File: config.mk
export PLATFORM = sky130hd
export DESIGN_NAME = avb_body_builder
export DESIGN_NICKNAME = d
export VERILOG_FILES = /design/src/rtl/avb_pkg.sv /design/src/rtl/avb_body_builder.sv
export SDC_FILE = /design/constraint.sdc
export NUM_CORES = 1
export LEC_CHECK = 0
export ABC_AREA = 1
export ABC_CLOCK_PERIOD_IN_PS = 5100
export BUFFER_PORTS_ARGS = -buffer_cell sky130_fd_sc_hd__buf_2
export CAP_MARGIN = 20
export CELL_PAD_IN_SITES_DETAIL_PLACEMENT = 1
export CELL_PAD_IN_SITES_GLOBAL_PLACEMENT = 1
export CORE_ASPECT_RATIO = 1.5
export CORE_MARGIN = 1.5
export CORE_UTILIZATION = 45
export DETAILED_ROUTE_END_ITERATION = 12
export GPL_ROUTABILITY_DRIVEN = 0
export PLACE_DENSITY_LB_ADDON = 0.1
export SETUP_SLACK_MARGIN = 0.3
export SLEW_MARGIN = 30
export SYNTH_ARGS = -nofsm -noshare
export SYNTH_HDL_FRONTEND = slang
export SYNTH_SLANG_ARGS = --single-unit
File: constraint.sdc
create_clock -name clk_sys -period 5.1 [get_ports clk_sys]
set_clock_uncertainty 0.05 [all_clocks]
set_input_delay 1.02 -clock clk_sys [delete_from_list [all_inputs] [get_ports clk_sys]]
set_output_delay 1.02 -clock clk_sys [all_outputs]
set_load 0.01 [all_outputs]
File: src/rtl/avb_pkg.sv
package avb_pkg;
  localparam int WORD_W = 32;
  localparam int FIFO_DEPTH = 8;
  localparam int AUDIO_BIT = 26;
  localparam int GRADE_LSB = 22;
  localparam int KLV_BIT = 21;
  localparam int SYNC_BIT = 20;
  localparam int STAMP_BIT = 19;
  localparam int PROF_LSB = 15;
  localparam int ETIME_BIT = 14;
  localparam int RATE_BIT = 13;
  localparam int KIND_BIT = 12;
  localparam int FLAG_ABS_BIT = 6;
  localparam logic [3:0] PROF_MAX = 4'h6;
  localparam logic [8:0] EXT_MOD_LAST = 9'h12b;
  // 27 MHz from 10 MHz: 27 reference ticks per 10 counter ticks
  localparam logic [4:0] REF_NUM = 5'h1b;
  localparam logic [4:0] REF_DEN = 5'h0a;
  localparam logic [47:0] RTC_RESET = 48'h0;

  typedef struct packed {
    logic audio_coding_select;
    logic [3:0] video_grade_code;
    logic klv_flag;
    logic clock_sync_flag;
    logic per_packet_stamp_flag;
    logic [3:0] video_profile_code;
    logic embedded_time_flag;
    logic rate_mode_flag;
    logic stream_kind_flag;
  } avb_cfg_t;

  typedef struct packed {
    logic [31:0] data;
    logic last;
  } avb_beat_t;
endpackage

File: src/rtl/avb_body_builder.sv
`timescale 1ns/1ps
module avb_fifo #(
  parameter int WIDTH = 33,
  parameter int DEPTH = 8
) (
  input wire logic clk_sys,
  input wire logic nrst,
  input wire logic [WIDTH-1:0] in_data,
  input wire logic in_valid,
  output logic in_ready,
  output logic [WIDTH-1:0] out_data,
  output logic out_valid,
  input wire logic out_ready
);
  localparam int AW = $clog2(DEPTH);
  logic [WIDTH-1:0] mem [DEPTH];
  logic [AW-1:0] wp_reg, wp_next, rp_reg, rp_next;
  logic [AW:0] cnt_reg, cnt_next;
  logic wr, rd;
  always_comb begin
    // Compare at counter width; a pointer-width cast of the depth would wrap to zero
    wr = in_valid && (cnt_reg != (AW+1)'(DEPTH));
    rd = out_ready && (cnt_reg != '0);
    wp_next = wr ? wp_reg + 1'b1 : wp_reg;
    rp_next = rd ? rp_reg + 1'b1 : rp_reg;
    cnt_next = cnt_reg + (AW+1)'(wr) - (AW+1)'(rd);
    in_ready = cnt_reg != (AW+1)'(DEPTH);
    out_valid = cnt_reg != '0;
    out_data = mem[rp_reg];
  end
  always_ff @(posedge clk_sys or negedge nrst) begin
    if (!nrst) begin
      wp_reg <= '0;
      rp_reg <= '0;
      cnt_reg <= '0;
    end else begin
      wp_reg <= wp_next;
      rp_reg <= rp_next;
      cnt_reg <= cnt_next;
    end
  end
  always_ff @(posedge clk_sys) begin
    if (wr) begin
      mem[wp_reg] <= in_data;
    end
  end
endmodule // avb_fifo

module avb_body_builder (
  input wire logic clk_sys,
  input wire logic nrst,
  // Configuration
  input wire avb_pkg::avb_cfg_t cfg,
  input wire logic [7:0] packet_flags,
  input wire logic [63:0] abs_time,
  input wire logic count_known,
  input wire logic tick_10mhz,
  // Body request
  input wire logic body_start,
  input wire logic [11:0] body_packets,
  output logic body_busy,
  // Stream packets, 32-bit words, last marks packet end
  input wire logic [31:0] strm_data,
  input wire logic strm_last,
  input wire logic strm_valid,
  output logic strm_ready,
  // Body output
  output logic [31:0] body_data,
  output logic body_last,
  output logic body_valid,
  input wire logic body_ready,
  // Clock reference
  output logic [41:0] clock_ref
);
  typedef enum logic [2:0] {S_IDLE, S_CHAN, S_LOW, S_HIGH, S_DATA} avb_state_t;
  avb_state_t st_reg, st_next;
  logic [11:0] left_reg, left_next, count_reg, count_next;
  logic [63:0] stamp_reg, stamp_next;
  logic [47:0] rtc_reg, rtc_next;
  logic [32:0] fin_data;
  logic fin_valid, fin_ready, fout_valid;
  logic [32:0] fout_data;
  logic [31:0] word;
  logic [32:0] base_reg, base_next;
  logic [8:0] ext_reg, ext_next;
  logic [4:0] acc_reg, acc_next;
  logic [41:0] ref_reg, ref_next;
  logic out_v_reg, out_v_next, out_l_reg, out_l_next, busy_reg, busy_next;
  logic [31:0] out_d_reg, out_d_next;
  logic sr_reg, sr_next;
  logic rdy_reg, rdy_next;
  logic [3:0] occ_reg, occ_next;

  function automatic logic [31:0] chan_word(input avb_pkg::avb_cfg_t c, input logic [11:0] n);
    logic [31:0] w;
    w = 32'h0;
    w[avb_pkg::AUDIO_BIT] = c.audio_coding_select;
    w[avb_pkg::GRADE_LSB +: 4] = c.video_grade_code;
    w[avb_pkg::KLV_BIT] = c.klv_flag;
    w[avb_pkg::SYNC_BIT] = c.clock_sync_flag;
    w[avb_pkg::STAMP_BIT] = c.per_packet_stamp_flag;
    // Reserved profile codes are passed through; checking is the host's job
    w[avb_pkg::PROF_LSB +: 4] = c.video_profile_code;
    w[avb_pkg::ETIME_BIT] = c.embedded_time_flag;
    w[avb_pkg::RATE_BIT] = c.rate_mode_flag;
    w[avb_pkg::KIND_BIT] = c.stream_kind_flag;
    w[11:0] = n;
    return w;
  endfunction

  always_comb begin
    st_next = st_reg;
    left_next = left_reg;
    count_next = count_reg;
    stamp_next = stamp_reg;
    fin_valid = 1'b0;
    fin_data = '0;
    word = chan_word(cfg, count_reg);
    unique case (st_reg)
      S_IDLE: begin
        if (body_start) begin
          left_next = body_packets;
          count_next = count_known ? body_packets : 12'h000;
          st_next = S_CHAN;
        end
      end
      S_CHAN: begin
        fin_valid = 1'b1;
        fin_data = {word, left_reg == 12'h000};
        if (fin_ready) begin
          st_next = (left_reg == 12'h000) ? S_IDLE : (cfg.per_packet_stamp_flag ? S_LOW : S_DATA);
        end
      end
      S_LOW: begin
        fin_valid = 1'b1;
        fin_data = {stamp_reg[31:0], 1'b0};
        if (fin_ready) st_next = S_HIGH;
      end
      S_HIGH: begin
        fin_valid = 1'b1;
        fin_data = {stamp_reg[63:32], 1'b0};
        if (fin_ready) st_next = S_DATA;
      end
      S_DATA: begin
        // Packets pass whole; the body ends only on a packet's last word
        fin_valid = strm_valid && rdy_reg;
        fin_data = {strm_data, strm_last && left_reg == 12'h001};
        if (strm_valid && rdy_reg && strm_last) begin
          left_next = left_reg - 12'h001;
          st_next = (left_reg == 12'h001) ? S_IDLE : (cfg.per_packet_stamp_flag ? S_LOW : S_DATA);
        end
      end
    endcase
    // Stamp is latched on entry to a packet so it marks the first bit's time
    if (st_next == S_LOW && st_reg != S_LOW) begin
      stamp_next = packet_flags[avb_pkg::FLAG_ABS_BIT] ? abs_time : {16'h0000, rtc_reg};
    end
  end

  always_ff @(posedge clk_sys or negedge nrst) begin
    if (!nrst) begin
      st_reg <= S_IDLE;
      left_reg <= 12'h000;
      count_reg <= 12'h000;
      stamp_reg <= 64'h0;
    end else begin
      st_reg <= st_next;
      left_reg <= left_next;
      count_reg <= count_next;
      stamp_reg <= stamp_next;
    end
  end

  avb_fifo #(.WIDTH(33), .DEPTH(avb_pkg::FIFO_DEPTH)) u_fifo (
    .clk_sys(clk_sys),
    .nrst(nrst),
    .in_data(fin_data),
    .in_valid(fin_valid),
    .in_ready(fin_ready),
    .out_data(fout_data),
    .out_valid(fout_valid),
    .out_ready(!out_v_reg || body_ready)
  );

  // Output stage: registered skid of one word
  always_comb begin
    out_v_next = out_v_reg;
    out_d_next = out_d_reg;
    out_l_next = out_l_reg;
    if (!out_v_reg || body_ready) begin
      out_v_next = fout_valid;
      out_d_next = fout_data[32:1];
      out_l_next = fout_data[0];
    end
    // The state term bridges the cycle in which the last word is still entering the buffer
    busy_next = (st_next != S_IDLE) || (st_reg != S_IDLE) || fout_valid || out_v_next;
  end

  always_ff @(posedge clk_sys or negedge nrst) begin
    if (!nrst) begin
      out_v_reg <= 1'b0;
      out_d_reg <= 32'h0;
      out_l_reg <= 1'b0;
      busy_reg <= 1'b0;
    end else begin
      out_v_reg <= out_v_next;
      out_d_reg <= out_d_next;
      out_l_reg <= out_l_next;
      busy_reg <= busy_next;
    end
  end

  // Registered stream ready from a mirror of the buffer fill; it only promises room that exists
  always_comb begin
    occ_next = occ_reg + 4'(fin_valid && fin_ready) - 4'(fout_valid && (!out_v_reg || body_ready));
    rdy_next = (st_next == S_DATA) && (occ_next != 4'(avb_pkg::FIFO_DEPTH));
  end

  always_ff @(posedge clk_sys or negedge nrst) begin
    if (!nrst) begin
      occ_reg <= 4'h0;
      rdy_reg <= 1'b0;
    end else begin
      occ_reg <= occ_next;
      rdy_reg <= rdy_next;
    end
  end

  // Relative time and 27 MHz reference slaved to the 10 MHz tick
  always_comb begin
    rtc_next = tick_10mhz ? rtc_reg + 48'h1 : rtc_reg;
    sr_next = cfg.clock_sync_flag;
    base_next = base_reg;
    ext_next = ext_reg;
    acc_next = acc_reg;
    if (sr_reg && tick_10mhz) begin
      // 2.7 reference ticks per 10 MHz tick; fractional accumulator spreads them
      acc_next = acc_reg + 5'h07;
      ext_next = ext_reg + 9'h002;
      if (acc_reg + 5'h07 >= avb_pkg::REF_DEN) begin
        acc_next = acc_reg + 5'h07 - avb_pkg::REF_DEN;
        ext_next = ext_reg + 9'h003;
      end
      if (ext_next > avb_pkg::EXT_MOD_LAST) begin
        ext_next = ext_next - 9'h12c;
        base_next = base_reg + 33'h1;
      end
    end
    ref_next = 42'(base_reg) * 42'h12c + 42'(ext_reg);
  end

  always_ff @(posedge clk_sys or negedge nrst) begin
    if (!nrst) begin
      rtc_reg <= avb_pkg::RTC_RESET;
      sr_reg <= 1'b0;
      base_reg <= 33'h0;
      ext_reg <= 9'h000;
      acc_reg <= 5'h00;
      ref_reg <= 42'h0;
    end else begin
      rtc_reg <= rtc_next;
      sr_reg <= sr_next;
      base_reg <= base_next;
      ext_reg <= ext_next;
      acc_reg <= acc_next;
      ref_reg <= ref_next;
    end
  end

  assign body_data = out_d_reg;
  assign body_last = out_l_reg;
  assign body_valid = out_v_reg;
  assign body_busy = busy_reg;
  assign clock_ref = ref_reg;
  assign strm_ready = rdy_reg;
endmodule // avb_body_builder

======== Yosys cells after proc, flatten, opt, wreduce, memory -nomap -nowiden ========
Memory sizes are Yosys's and may differ from the RTL's. A register that Yosys moved wholly into a read port is not among the register bits.
Index checks and enable logic that the tools add are counted.
storage, ports and cells
  memories kept ........................... 1
  register bits after elaboration ......... 246
  RAM bits ................................ 264
  input port bits ......................... 139
cells by class
  add/subtract/negate cells ............... 15
  reductions and logical operators ........ 24
  magnitude comparators ................... 2
  multiplexer cells ....................... 23
  multipliers ............................. 1
  eq/ne operators ......................... 12
memory list
  memory      depth  width  rd ports  clocked after Yosys merged registers in  wr ports  RTL line                RTL
  u_fifo.mem  8      33     1         1                                        1         avb_body_builder.sv:16  logic [WIDTH-1:0] mem [DEPTH];
operators by type and width
  cell                     number
  $pmux W33 S4             1
  $mux W64                 1
  $add A48 B1 Y48 const B  1
  $add A42 B9 Y42          1
  $mul A33 B7 Y40 const B  1
  $mux W12                 3
  $add A33 B1 Y33 const B  1
  $mux W9                  3
  $mux W3                  8
  $pmux W12 S2             1
  $add A9 B2 Y9 const B    2
  $pmux W3 S5              1
  $eq A12 B1 Y1 const B    1
  $logic_not A12 Y1        1
  $sub A12 B1 Y12 const B  1
  $eq A3 B2 Y1 const B     3
  $gt A9 B9 Y1 const B     1
  $sub A9 B9 Y9 const B    1
  $add A4 B1 Y4            2
  $logic_and A1 B1 Y1      8
  $ne A4 B4 Y1 const B     2
  $sub A4 B1 Y4            2
  $add A3 B1 Y3 const B    2
  $eq A3 B3 Y1 const B     2
  other kinds (18)         27

======== Longest topological paths before layout ========
  depth after elaboration ................. 8
  depth in mapped cells ................... 27
  gate-level depth less buffers ........... 27

======== By module ========
A second synthesis with hierarchy kept.
second synthesis, totals
  cells, all modules ...................... 3879
  area total of the unflattened synthesis .. 32068.3 sq um
modules (own cells, without submodules)
  module            cells each  instances  area an instance (sq um)  sequential area each (sq um)
  avb_body_builder  2672        1          19970.4                   6731.5
  avb_fifo          1207        1          12097.9                   8177.8

======== Least setup slack after synthesis ========
Ideal clock, no wire load.
  path kind ............................... reg2reg
  start ................................... register base_reg[5]
  end ..................................... register ref_reg[41], in the netlist clock_ref[41]
  path slack .............................. 0.883 ns
  period minus slack after synthesis ...... 4.217 ns
  stages on the path, launching flop included .. 23
  data arrival time ....................... 4.054 ns
  cell sequence ........................... dfrtp_1 > ha_1 > ha_1 > ha_1 > inv_1 > fa_1 > inv_1 > ha_1 > xor2_1 > ha_1 > nand2_1 > inv_1 > nand2_1 > o211ai_1 > nand2_1 > nor2_2 > nand3_2 > nor2_4 > nand3_2 > nor2_4 > nand3_1 > nand2_1 > inv_1
between the ends
  cells in the longest elaborated chain, start to end .. 2
ends and longest elaborated chain
  element                 RTL line                 RTL
  start, declared         avb_body_builder.sv:84   logic [32:0] base_reg, base_next;
  start signal, assigned  avb_body_builder.sv:263  base_reg <= base_next;
  $mul A33 B7 Y40         avb_body_builder.sv:249  ref_next = 42'(base_reg) * 42'h12c + 42'(ext_reg);
  $add A42 B9 Y42         avb_body_builder.sv:249
  named net ref_next[41]  avb_body_builder.sv:87   logic [41:0] ref_reg, ref_next;
  end signal, assigned    avb_body_builder.sv:266  ref_reg <= ref_next;
  end, declared           avb_body_builder.sv:87
The timed path passes the listed nets, and every way through them passes these cells.
A chain may end at the register's enable or synchronous reset.

======== Worst setup path after layout ========
  start ................................... register base_reg[12]
  end ..................................... register ref_reg[35], in the netlist clock_ref[35]
The elaborated chain is that of the path after synthesis.

==> results.md <==
* Worst Path Arrival at 5140 ps
* Via count at 25.3k
* Avg Vias per Cell at 5.51
* GRT Total Usage at 29.7%
* Final hold viol count at 0
* Non-filler instance count after layout at 4,595
* Max stage delay on crit path at 540 ps
* CP Class: register to register
* Critical Path Source Type: register
* Antenna Nets Post-Route at 0
* Fin nets at 3,994
* Crit path time final at 4670 ps
* Die X at 217 um
* Drt drc at 0
* Crit-path max FO at 6
* WL final at 104 mm
* Placed Cells at 4,459
* Status: complete, no violations
* Setup violators final at 0
* DRT iter0 DRCs at 1,430
* Mapped Area at 0.0309 mm2
* WL/cell at 22.7 um
* H-tree Lvls at 2
* Die Area at 0.0703 mm2
* Final setup TNS at 0 ps
* Fin. max-slew vios at 0
* RSZ-0062 raised after global routing: true
* Sink Count at 543
* Critical Path RT at 5570 ps
* GRT Residual Overflow at 0
* CTS tree: yes
* Initial Util at 45.5%
* Largest delay share family, worst path: adder cells
* CP max stage cell: fa_1
* Final period utilization at 91.6%
* Worst min-delay path class: input pin to async pin
* Slew HR at 28.0%
* Filler cell count at 7,816
* Mapped Cells at 3,404
* Initial antenna violation count at 11
* Cell row count at 117
* Largest register FFs at 264
* Maximum root-to-sink buffer count at 3
* DRT Pass-1 Iters at 5
* Vias in the first global route at 27.4k
* Netlist cell types at 60
* IO Pins at 217
* Peak Freq at 214 MHz
* Post-synth ARST share at 51.4%
* Core area at 0.0679 mm2
* Clock transition at the registers of the reported paths at 70 ps
* Ys flop type: dfrtp_1
* Area leader, netlist: edfxtp_1
* CP most frequent cell: nand2_1
* Dpl hpwl at 76.5 mm
* CP bufs+invs at 6
* Height of the die at 324 um
* Max-cap violations at 0
* Top cells by area, synth: edfxtp_1, dfrtp_1, nand2_1, inv_1, ha_1
* CP Capture Type: register
* Reg-to-reg slack, setup at 430 ps
* Commonest non-fill, non-tap cell in the layout: nand2_1
* Mean area per synthesized cell at 9.08 um2
* Area of the multi-input gates at 0.0145 mm2
* Largest net degree at the start of global routing at 100
* Clk_lat worst skew at 640 ps
* Post-synthesis net count at 3,745
* Actual slew at the worst max-slew pin at 1080 ps
* Register area share after synthesis at 48.2%
* IO buf count at 209
* Post-synth EDFFs at 264
* Global-route wire length before repair at 158 mm
* CTS buffer count at 53
* Root Driver: clkbuf_16
* Reg area at 0.0149 mm2
* FF+latch count, synth at 543
* Area delta synth->final at 16.4%
* Layout cell share with drive strength beyond 1 at 17.6%
* Crit-path cells: ha_1, ha_1, fa_1, inv_1, fa_1, inv_1, ha_4, buf_4, nand2_1, inv_1, nand2_1, nand2_2, inv_2, nand2_1, nand2_2, nand3_4, nand2_2, nand4_1, nor2_4, nand4_1, nor2_1, nand2_1, nand2_1, inv_1
* Synth top area share at 25.6%
* Yosys Warn Count at 0
* Most frequent cells in the layout: nand2_1, inv_1, edfxtp_1
-- worst paths after layout --
kind / start / to / cells past startpoint
hold reg to reg: ext_reg[1] / clock_ref[1] / 0
max in group asynchronous: nrst / stamp_reg[16] / 2
hold / removal: nrst / body_data[24] / 1
setup / recovery: base_reg[12] / clock_ref[35] / 24
setup reg to reg: base_reg[12] / clock_ref[35] / 24
min in group clk_sys: ext_reg[1] / clock_ref[1] / 0
-- per-layer routing --
metal | global-route usage (%) | routed length, um
met5 | 0 | 69
met2 | 55.9 | 56000
met3 | 3.53 | 3890
met4 | 17.5 | 6850
met1 | 31.7 | 37300
-- cells in the mapped netlist (9+ instances only) --
library cell,instances
edfxtp_1,264
nand2_2,9
dfrtp_1,279
o21ai_2,27
buf_1,10
clkbuf_1,78
inv_1,489
nor3_1,54
mux2i_1,66
nor4_1,17
nor2_2,9
nand3_1,152
mux2_2,14
o2111ai_1,27
nor2_1,229
a21oi_1,46
o221ai_1,66
nand2_1,888
o21ai_0,193
nand4_1,46
xnor2_1,19
ha_1,142
xor2_1,118
fa_1,60
o211ai_1,9
-- timing repair --
action | 4_1_cts | 5_1_grt
hold buffers | 0 | 0
buffers inserted | 2 | 29
gates resized for setup | 44 | 156
pin swaps | 5 | 27
setup endpoints to repair | 22 | 24
-- metrics by stage --
stage	hold slack (ps)	utilization, %	area (um2)	setup slack (ps)
final	408	53.0	36000	428
after detailed placement	391	48.8	33200	45.6
after global placement	374	48.8	33200	136
after floorplan	350	-	30900	883
after global routing	424	53.0	36000	220
after CTS	413	51.8	35200	301
-- worst reg2reg max path, cell delays in order, from the launching register on --
cell and delay (ps):
dfrtp_2 460, ha_1 290, ha_1 290, fa_1 540, inv_1 60, fa_1 500, inv_1 70, ha_4 240
buf_4 150, nand2_1 100, inv_1 70, nand2_1 80, nand2_2 90, inv_2 90, nand2_1 90, nand2_2 120
nand3_4 90, nand2_2 90, nand4_1 280, nor2_4 250, nand4_1 200, nor2_1 170, nand2_1 70, nand2_1 80
inv_1 50
-- kinds of logic (layout without fill, tap and decap cells) --
group           after synthesis  after routing  share of synthesized area (%)
mux                          80             80                           2.65
flops                       543            543                           48.2
xor+xnor                    138            138                           3.97
other cells                   0              5                              0
fa+ha+maj                   202            202                           9.63
simple gates               1441           1441                           19.8
buf+inv                     600            894                           7.55
compound gates              400            400                           8.19
-- cell type report --
| cell class | count | area share, % |
|---|---|---|
| Timing Repair Buffer | 294 | 4.83 |
| Inverter | 500 | 5.24 |
| Multi-Input combinational cell | 2261 | 40.2 |
| Sequential cell | 543 | 41.5 |
| Clock inverter | 38 | 1.25 |
| Antenna cell | 5 | 0.0348 |
| Clock buffer | 62 | 3.87 |
| Tap cell | 892 | 3.10 |
Power is not shown: default switching activity piles up to over one toggle a cycle in this logic, so the estimate is an artifact.
